[config.mk]
export PLATFORM = sky130hd
export DESIGN_NAME = line_mode_status
export DESIGN_NICKNAME = d
export VERILOG_FILES = /design/src/line_ctrl_pkg.sv /design/src/diag_link_if.sv /design/src/line_compare.sv /design/src/line_mode_status.sv
export SDC_FILE = /design/constraint.sdc
export NUM_CORES = 1
export LEC_CHECK = 0
export BUFFER_PORTS_ARGS = -buffer_cell sky130_fd_sc_hd__buf_2
export CORE_UTILIZATION = 48
export CTS_BUF_LIST = sky130_fd_sc_hd__clkbuf_4 sky130_fd_sc_hd__clkbuf_8 sky130_fd_sc_hd__clkbuf_16
export DETAILED_ROUTE_END_ITERATION = 12
export GPL_TIMING_DRIVEN = 0
export PLACE_DENSITY_LB_ADDON = 0.12
export SYNTH_ARGS = -nofsm -noshare
export SYNTH_HDL_FRONTEND = slang
export SYNTH_HIERARCHICAL = 1
export SYNTH_SLANG_ARGS = --single-unit
export TNS_END_PERCENT = 5
[constraint.sdc]
create_clock -name i_clk -period 1.9 [get_ports i_clk]
set_clock_uncertainty 0.05 [all_clocks]
set_input_delay 0.285 -clock i_clk [delete_from_list [all_inputs] [get_ports i_clk]]
set_output_delay 0.285 -clock i_clk [all_outputs]
set_load 0.02 [all_outputs]
[src/line_ctrl_pkg.sv]
// constants, types and functional notes for the line mode and status block
// Functional notes
// - idle keeps oscillator, stops traffic, releases transmit driver
// - activate enters active mode, driver enabled, normal traffic
// - re-arbitrate after attempt: clear retries, reselect message
// - manual command makes one diagnosis clock pulse
// - line status read only, resets to x01xxx00
// - sleeping flag bit 6, idling flag bit 5
// - reset enters idle mode with idling flag set
// - two low diagnosis bits encode communication state
// - input mismatch flag sticky until reinit or reset
// - transmitting flag from selection until success or abandon
// - receiving flag shows bus activity in active mode only
// - progress register: retries high, channel low, reset zero
// - last message low nibble holds its channel number
// - last message high nibble holds retry count at success or abandon
// - sleep stops oscillator, left by idle or activate
package line_ctrl_pkg;

    // =====================================================
    // register map
    localparam logic [7:0] ADDR_COMMAND = 8'h03;
    localparam logic [7:0] ADDR_LINE_STATE = 8'h04;
    localparam logic [7:0] ADDR_TX_PROGRESS = 8'h05;
    localparam logic [7:0] ADDR_LAST_MESSAGE = 8'h06;

    // =====================================================
    // command register bits
    localparam int CMD_GENERAL_RESET = 7;
    localparam int CMD_SLEEP = 6;
    localparam int CMD_IDLE = 5;
    localparam int CMD_ACTIVATE = 4;
    localparam int CMD_REARBITRATE = 3;
    localparam int CMD_MANUAL_DIAG_CLOCK = 0;

    // =====================================================
    // line status register bits
    localparam int LS_SLEEPING = 6;
    localparam int LS_IDLING = 5;
    localparam int LS_MISMATCH = 4;
    localparam int LS_DIAG_MID = 3;
    localparam int LS_DIAG_LOW = 2;
    localparam int LS_TRANSMITTING = 1;
    localparam int LS_RECEIVING = 0;

    // =====================================================
    // widths, reset values and timing
    localparam int NIBBLE_W = 4;
    localparam logic [3:0] NIBBLE_ZERO = 4'h0;
    localparam logic [3:0] NIBBLE_ONE = 4'h1;
    localparam logic [3:0] NIBBLE_MAX = 4'hf;
    localparam logic [7:0] BYTE_ZERO = 8'h00;
    localparam int DIAG_PULSE_TIMESLOTS = 2;
    localparam logic [1:0] DIAG_PULSE_CYCLES = 2'(DIAG_PULSE_TIMESLOTS);
    localparam logic [1:0] COUNT_ONE = 2'h1;
    localparam logic [1:0] COUNT_ZERO = 2'h0;

    typedef enum logic [1:0] {
        MODE_IDLE,
        MODE_ACTIVE,
        MODE_SLEEP
    } mode_t;

endpackage : line_ctrl_pkg

[src/diag_link_if.sv]
// carrier between the controller and its line comparison module
`timescale 1ns/1ps
interface diag_link_if;
    logic en;
    logic [2:0] lines;
    logic clear;
    logic mismatch;

    modport ctrl (output en, output lines, output clear, input mismatch);
    modport cmp (input en, input lines, input clear, output mismatch);
endinterface : diag_link_if

[src/line_compare.sv]
// sticky detector of disagreement among the three line inputs
`timescale 1ns/1ps
module line_compare (
    input wire logic i_clk,
    input wire logic i_reset,
    diag_link_if.cmp link
);
    import line_ctrl_pkg::*;

    logic mismatch_q;
    logic differ;

    // =====================================================
    // comparison
    assign differ = (link.lines[0] != link.lines[1]) || (link.lines[1] != link.lines[2]);

    always_ff @(posedge i_clk or posedge i_reset)
    begin
        if (i_reset)
        begin
            mismatch_q <= 1'b0;
        end
        else if (link.en)
        begin
            if (differ)
            begin
                mismatch_q <= 1'b1;
            end
            else if (link.clear)
            begin
                mismatch_q <= 1'b0;
            end
        end
    end

    assign link.mismatch = mismatch_q;

endmodule : line_compare

[src/line_mode_status.sv]
// mode commands and status registers of the serial line controller
`timescale 1ns/1ps
module line_mode_status (
    input wire logic i_clk,
    input wire logic i_reset,
    input wire logic i_clk_en,
    input wire logic i_ale,
    input wire logic i_cs,
    input wire logic i_rd,
    input wire logic i_wr,
    input wire logic [7:0] i_ad,
    output logic [7:0] o_ad,
    output logic o_ad_oe,
    input wire logic i_line_input_zero,
    input wire logic i_line_input_one,
    input wire logic i_line_input_two,
    input wire logic i_diag_reinit_signal,
    input wire logic [1:0] i_diag_state,
    input wire logic i_divider_diag_clock,
    input wire logic i_bus_activity,
    input wire logic i_tx_select,
    input wire logic [3:0] i_tx_channel,
    input wire logic i_attempt_fail,
    input wire logic i_attempt_end,
    input wire logic i_tx_success,
    input wire logic i_tx_abandon,
    input wire logic i_rx_success,
    input wire logic [3:0] i_rx_channel,
    output logic o_osc_run,
    output logic o_traffic_enable,
    output logic o_txd_oe,
    output logic o_rearbitrate,
    output logic o_diag_cycle_clock,
    output line_ctrl_pkg::mode_t o_mode
);
    import line_ctrl_pkg::*;

    diag_link_if link ();

    mode_t mode_q;
    logic [7:0] addr_q;
    logic wr_q;
    logic cmd_write;
    logic [7:0] cmd;
    logic soft_reset;
    logic rearb_pending_q;
    logic rearbitrate_q;
    logic [1:0] diag_pulse_q;
    logic transmitting_flag_q;
    logic receiving_flag_q;
    logic [3:0] retries_so_far_q;
    logic [3:0] current_tx_channel_q;
    logic [3:0] last_retry_count_q;
    logic [3:0] last_channel_number_q;
    logic [7:0] rdata;
    logic [7:0] ad_q;
    logic ad_oe_q;

    function automatic logic [7:0] reg_read(input logic [7:0] addr, input logic [7:0] ls,
                                            input logic [7:0] tp, input logic [7:0] lm);
        case (addr)
            ADDR_LINE_STATE: reg_read = ls;
            ADDR_TX_PROGRESS: reg_read = tp;
            ADDR_LAST_MESSAGE: reg_read = lm;
            default: reg_read = BYTE_ZERO;
        endcase
    endfunction : reg_read

    // =====================================================
    // host bus: address latch and write strobe edge
    always_ff @(posedge i_clk or posedge i_reset)
    begin
        if (i_reset)
        begin
            addr_q <= BYTE_ZERO;
            wr_q <= 1'b0;
        end
        else if (i_clk_en)
        begin
            if (i_ale)
            begin
                addr_q <= i_ad;
            end
            wr_q <= i_wr & i_cs;
        end
    end

    assign cmd_write = i_wr & i_cs & ~wr_q & (addr_q == ADDR_COMMAND);
    assign cmd = cmd_write ? i_ad : BYTE_ZERO;
    assign soft_reset = cmd[CMD_GENERAL_RESET];

    // =====================================================
    // operating mode
    always_ff @(posedge i_clk or posedge i_reset)
    begin
        if (i_reset)
        begin
            mode_q <= MODE_IDLE;
        end
        else if (i_clk_en)
        begin
            if (soft_reset)
            begin
                mode_q <= MODE_IDLE;
            end
            else if (cmd[CMD_IDLE])
            begin
                mode_q <= MODE_IDLE;
            end
            else if (cmd[CMD_ACTIVATE])
            begin
                mode_q <= MODE_ACTIVE;
            end
            else if (cmd[CMD_SLEEP])
            begin
                mode_q <= MODE_SLEEP;
            end
        end
    end

    always_comb
    begin
        o_osc_run = 1'b1;
        o_traffic_enable = 1'b0;
        o_txd_oe = 1'b0;
        case (mode_q)
            MODE_IDLE:
            begin
                o_osc_run = 1'b1;
            end
            MODE_ACTIVE:
            begin
                o_traffic_enable = 1'b1;
                o_txd_oe = 1'b1;
            end
            MODE_SLEEP:
            begin
                o_osc_run = 1'b0;
            end
            default:
            begin
                o_osc_run = 1'b1;
            end
        endcase
    end

    assign o_mode = mode_q;

    // =====================================================
    // re-arbitration after the running attempt
    always_ff @(posedge i_clk or posedge i_reset)
    begin
        if (i_reset)
        begin
            rearb_pending_q <= 1'b0;
            rearbitrate_q <= 1'b0;
        end
        else if (i_clk_en)
        begin
            rearbitrate_q <= 1'b0;
            if (soft_reset)
            begin
                rearb_pending_q <= 1'b0;
            end
            else if (cmd[CMD_REARBITRATE])
            begin
                rearb_pending_q <= 1'b1;
            end
            else if (rearb_pending_q && (i_attempt_end || !transmitting_flag_q))
            begin
                rearb_pending_q <= 1'b0;
                rearbitrate_q <= 1'b1;
            end
        end
    end

    assign o_rearbitrate = rearbitrate_q;

    // =====================================================
    // manual diagnosis clock pulse
    always_ff @(posedge i_clk or posedge i_reset)
    begin
        if (i_reset)
        begin
            diag_pulse_q <= COUNT_ZERO;
        end
        else if (i_clk_en)
        begin
            if (soft_reset)
            begin
                diag_pulse_q <= COUNT_ZERO;
            end
            else if (cmd[CMD_MANUAL_DIAG_CLOCK])
            begin
                diag_pulse_q <= DIAG_PULSE_CYCLES;
            end
            else if (diag_pulse_q != COUNT_ZERO)
            begin
                diag_pulse_q <= diag_pulse_q - COUNT_ONE;
            end
        end
    end

    assign o_diag_cycle_clock = (diag_pulse_q != COUNT_ZERO) | i_divider_diag_clock;

    // =====================================================
    // input comparison
    assign link.en = i_clk_en;
    assign link.lines = {i_line_input_two, i_line_input_one, i_line_input_zero};
    assign link.clear = i_diag_reinit_signal | soft_reset;

    line_compare u_compare (
        .i_clk(i_clk),
        .i_reset(i_reset),
        .link(link)
    );

    // =====================================================
    // transmitting and receiving flags
    always_ff @(posedge i_clk or posedge i_reset)
    begin
        if (i_reset)
        begin
            transmitting_flag_q <= 1'b0;
            receiving_flag_q <= 1'b0;
        end
        else if (i_clk_en)
        begin
            receiving_flag_q <= i_bus_activity & o_traffic_enable & ~soft_reset;
            if (soft_reset)
            begin
                transmitting_flag_q <= 1'b0;
            end
            else if (i_tx_select)
            begin
                transmitting_flag_q <= 1'b1;
            end
            else if (i_tx_success || i_tx_abandon)
            begin
                transmitting_flag_q <= 1'b0;
            end
        end
    end

    // =====================================================
    // retry counter and channel in transmission
    always_ff @(posedge i_clk or posedge i_reset)
    begin
        if (i_reset)
        begin
            retries_so_far_q <= NIBBLE_ZERO;
            current_tx_channel_q <= NIBBLE_ZERO;
        end
        else if (i_clk_en)
        begin
            if (soft_reset)
            begin
                retries_so_far_q <= NIBBLE_ZERO;
                current_tx_channel_q <= NIBBLE_ZERO;
            end
            else if (i_tx_select)
            begin
                retries_so_far_q <= NIBBLE_ZERO;
                current_tx_channel_q <= i_tx_channel;
            end
            else if (rearbitrate_q)
            begin
                retries_so_far_q <= NIBBLE_ZERO;
            end
            else if (i_attempt_fail && retries_so_far_q != NIBBLE_MAX)
            begin
                retries_so_far_q <= retries_so_far_q + NIBBLE_ONE;
            end
        end
    end

    // =====================================================
    // last message report
    always_ff @(posedge i_clk or posedge i_reset)
    begin
        if (i_reset)
        begin
            last_retry_count_q <= NIBBLE_ZERO;
            last_channel_number_q <= NIBBLE_ZERO;
        end
        else if (i_clk_en)
        begin
            if (soft_reset)
            begin
                last_retry_count_q <= NIBBLE_ZERO;
                last_channel_number_q <= NIBBLE_ZERO;
            end
            else if (i_tx_success || i_tx_abandon)
            begin
                last_retry_count_q <= retries_so_far_q;
                last_channel_number_q <= current_tx_channel_q;
            end
            else if (i_rx_success)
            begin
                last_channel_number_q <= i_rx_channel;
            end
        end
    end

    // =====================================================
    // register read port
    always_comb
    begin
        logic [7:0] ls;
        ls = BYTE_ZERO;
        ls[LS_SLEEPING] = (mode_q == MODE_SLEEP);
        ls[LS_IDLING] = (mode_q == MODE_IDLE);
        ls[LS_MISMATCH] = link.mismatch;
        ls[LS_DIAG_MID] = i_diag_state[1];
        ls[LS_DIAG_LOW] = i_diag_state[0];
        ls[LS_TRANSMITTING] = transmitting_flag_q;
        ls[LS_RECEIVING] = receiving_flag_q;
        rdata = reg_read(addr_q, ls, {retries_so_far_q, current_tx_channel_q},
                         {last_retry_count_q, last_channel_number_q});
    end

    always_ff @(posedge i_clk or posedge i_reset)
    begin
        if (i_reset)
        begin
            ad_q <= BYTE_ZERO;
            ad_oe_q <= 1'b0;
        end
        else if (i_clk_en)
        begin
            ad_oe_q <= i_rd & i_cs & ~i_ale;
            if (i_rd && i_cs)
            begin
                ad_q <= rdata;
            end
        end
    end

    assign o_ad = ad_q;
    assign o_ad_oe = ad_oe_q;

endmodule : line_mode_status

==> summary.md <==
• 1616 — vias in the first global route
• 296 — nets
• 0.853 ns — transition time at the pin with the least slew margin
• dfrtp_1 — library cell with the largest summed area after synthesis
• 4 — DR pass1 iterations
• 0.222 — combinational power share
• 0.490 — proportion of power drawn by flip-flops and latches
• 0.801 — global placement routability congestion
• 0.289 — Sw Share
• 1.26 nW — Leakage
• 0 — final-report hold violation count
• 0.117 ns — Fin Hold WS
• 0 — Post-synth EDFFs
• 2640 um^2 — post-route design area
• 1030 um^2 — area of combinational cells with multiple inputs
• 2470 um^2 — cell area after placement
• 0 — initial antenna violation count
• 0 — number of violations of the max-capacitance limit
• 4740 um^2 — Die ar.
• 68.9 um — die height
• 0.660 mW — Sw Pwr
• 5.73 — vias per std cell
• 0.08 ns — clock-pin transition on the worst setup and hold timing paths
• 116 — DRC violation total after the first TritonRoute iteration
• -0.553 ns — Fin Setup TNS
• 23 — floorplan row count
• 495 MHz — Fmax
• yes — CTS tree
• flip-flop — critical path launch point type
• -0.121 ns — final setup slack of the worst path
• 51 — Port Buf Inserts
• 2.02 ns — post-layout min period
• 46 — Yosys cell types
• 0.431 — worst max-slew margin expressed relative to the limit
• 2 — H-tree levels
• 0.287 — part of the total power dissipated in the clock network
• 43 — count of state elements after synthesis
• dfrtp_1 — most instantiated library cell after synthesis
• 0 — leftover overflow at the end of global routing
• dfrtp_1, a22o_1, nand2_1 — top cells by count, synth
• 0.333 — share of layout cells above drive strength 1
• 0 — diode insertion count for antenna repair
• 1080 um^2 — area taken by flip-flops and latches
• true — setup repair after global routing missed its margin
• 864 nW/um^2 — power per cell area
• 16.2 um — detailed-route wire length per cell
• 197 — synthesized instance count
• 2.28 mW — final total power
• 68.9 um — die boundary width
• 2.04 ns — required time of the critical path
• 0 — number of max-slew violations in the final report
• 2150 um^2 — cell area after synthesis
• 1.06 — final cycle utilization of the critical path
• 7850 um — first-pass GRT wire length
• dfrtp_1 — predominant post-synthesis flop cell
• 43 — clock sink total
• 0 — remaining number of nets flagged by the antenna check after routing
• negative setup slack — failing checks
• 1.62 mW — Pint
• clkbuf_8 — buffer cell driving the clock tree root
• 0.518 — initial core utilization
• 43 — pin count of the biggest net entering global routing
• dfrtp_1, a22o_1, mux2_2 — main area contributors after synthesis
• 0 — # DRC
• 4 — critical path fanouts, max
• flip-flop — Critical Path Sink Type
• 369 — fill cell count
• 671 uV — VDD IR max
• 10.9 um^2 — Post-Syn Area per Cell
• 2 — maximum root-to-sink buffer count
• primary input to flip-flop — class of the tightest hold or removal check
• 2.16 ns — data arrival time of the worst path
• 1764 — total number of vias
• 0.30 ns — worst-skew pair later-pin latency
• 22.9% — Area Overhead vs Synth
• 3530 um — Final HPWL DP
• 53 — I/O pin count
• 11 — total of endpoints with negative setup slack in the final report
• 5 — total clock buffers created by CTS
• 0.235 — overall routing resource usage
• finished with violations — status
• 0.501 — fraction of post-synthesis cell area in the top cell type by area
• 1.00 — fraction of synthesis flops using an asynchronous set or reset pin
• 6 — number of warnings reported in the yosys synthesis log
• flip-flop to flip-flop — path type of the worst setup path
• 236 — total nets after synthesis
• 4140 um^2 — Std-Cell Core Area
• 4980 um — final wirelength
• 0.501 — sequential fraction of the synthesis area
## flip-flops by register name, indices dropped and copies added (netlist names)
| register | cells |
|---|---|
| rearb_pending_q | 1 |
| receiving_flag_q | 1 |
| current_tx_channel_q | 4 |
| o_mode | 2 |
| diag_pulse_q | 2 |
| o_ad | 8 |
| last_retry_count_q | 4 |
| u_compare/link.mismatch | 1 |
| wr_q | 1 |
| last_channel_number_q | 4 |
| transmitting_flag_q | 1 |
| retries_so_far_q | 4 |
| addr_q | 8 |
| o_ad_oe | 1 |
| o_rearbitrate | 1 |
## worst paths after layout
check                                 startpoint                             endpoint  slack, ns  cells after the start
max                        addr_q[4]$_DFFE_PP0P_          diag_pulse_q[0]$_DFFE_PP0P_      -0.12                      4
min                                        i_ale                  o_ad_oe$_DFFE_PP0P_       0.12                      2
max reg2reg                addr_q[4]$_DFFE_PP0P_          diag_pulse_q[0]$_DFFE_PP0P_      -0.12                      4
min reg2reg                  o_ad[4]$_DFFE_PP0P_                  o_ad[4]$_DFFE_PP0P_       0.45                      1
max in group asynchronous                i_reset          diag_pulse_q[0]$_DFFE_PP0P_       0.61                      3
min in group asynchronous                i_reset  u_compare/link.mismatch$_DFFE_PP0P_       0.31                      3
## power by group through the flow
stage	Combinational [mW]	Clock [mW]	Sequential, mW
floorplan	0.347	0	1.11
global placement	0.472	0	1.13
detailed placement	0.483	0	1.13
CTS	0.510	0.662	1.12
global route	0.569	0.697	1.14
finish	0.507	0.655	1.12
## critical path, stage by stage, from the launching register on
cell and delay, ns:
dfrtp_1 0.38, or4_4 0.60, or4_1 0.47, nor3b_1 0.16, mux2_2 0.25
## placed cells by master, fill, tap and decap left out, types with 2 or more instances in the layout
master / instances
mux2_2: 9
a22o_1: 17
o21ai_0: 10
nor2_1: 5
o21ai_1: 4
buf_2: 51
dfrtp_1: 43
a41o_1: 2
nor2b_1: 3
a31oi_1: 5
o22ai_1: 3
clkbuf_1: 5
buf_4: 2
ha_1: 2
nor4_4: 3
a41oi_1: 2
nand2b_1: 3
clkbuf_8: 7
mux2i_1: 9
nand3_1: 6
or3_1: 4
o2bb2ai_1: 5
a21oi_1: 2
nand2_1: 15
inv_1: 10
nor3_1: 2
mux2_4: 2
## logic make-up (layout without fill, tap and decap cells)
family,count (synthesis),count (layout),share of synthesized area
adders and majority gates,2,2,0.0117
and+or+nand+nor,53,53,0.145
AOI/OAI and AO/OA,59,59,0.205
DFF,43,43,0.501
buffers and inverters,20,81,0.0373
muxes,20,20,0.0997
## routing by layer
metal  part of all wire  vias up  global-route usage  routed length, um
met3              0.057        9              0.0543                283
li1                   -      858                   -                  -
met1               0.45      843               0.312               2240
met2               0.47       54               0.370               2360
met4              0.018        0              0.0944                 90
met5                  0        -                   0                  0
## area by class of cell
class | instances | area share
flip-flops and latches | 43 | 0.408
multi-input cells | 134 | 0.392
repair buffers | 53 | 0.103
clock buffers | 8 | 0.0394
well taps | 50 | 0.0237
plain buffers | 9 | 0.0176
inverters | 11 | 0.0157
## metrics by stage
stage               instances  setup WS (ns)   util
floorplan                 197        -0.0411      -
global placement          298         -0.697  0.597
detailed placement        298         -0.701  0.597
CTS                       308         -0.141  0.633
global route              308         -0.175  0.636
finish                    308         -0.121  0.636
## repair_timing
| action | in CTS | in global routing |
|---|---|---|
| setup buffers | 1 | 0 |
| pin swaps | 11 | 7 |
| resized for setup | 8 | 3 |
| hold buffers | 1 | 0 |
| hold endpoints to repair | 1 | 0 |
| endpoints found under the setup margin | 32 | 31 |
(Power assumes the default switching activity.)
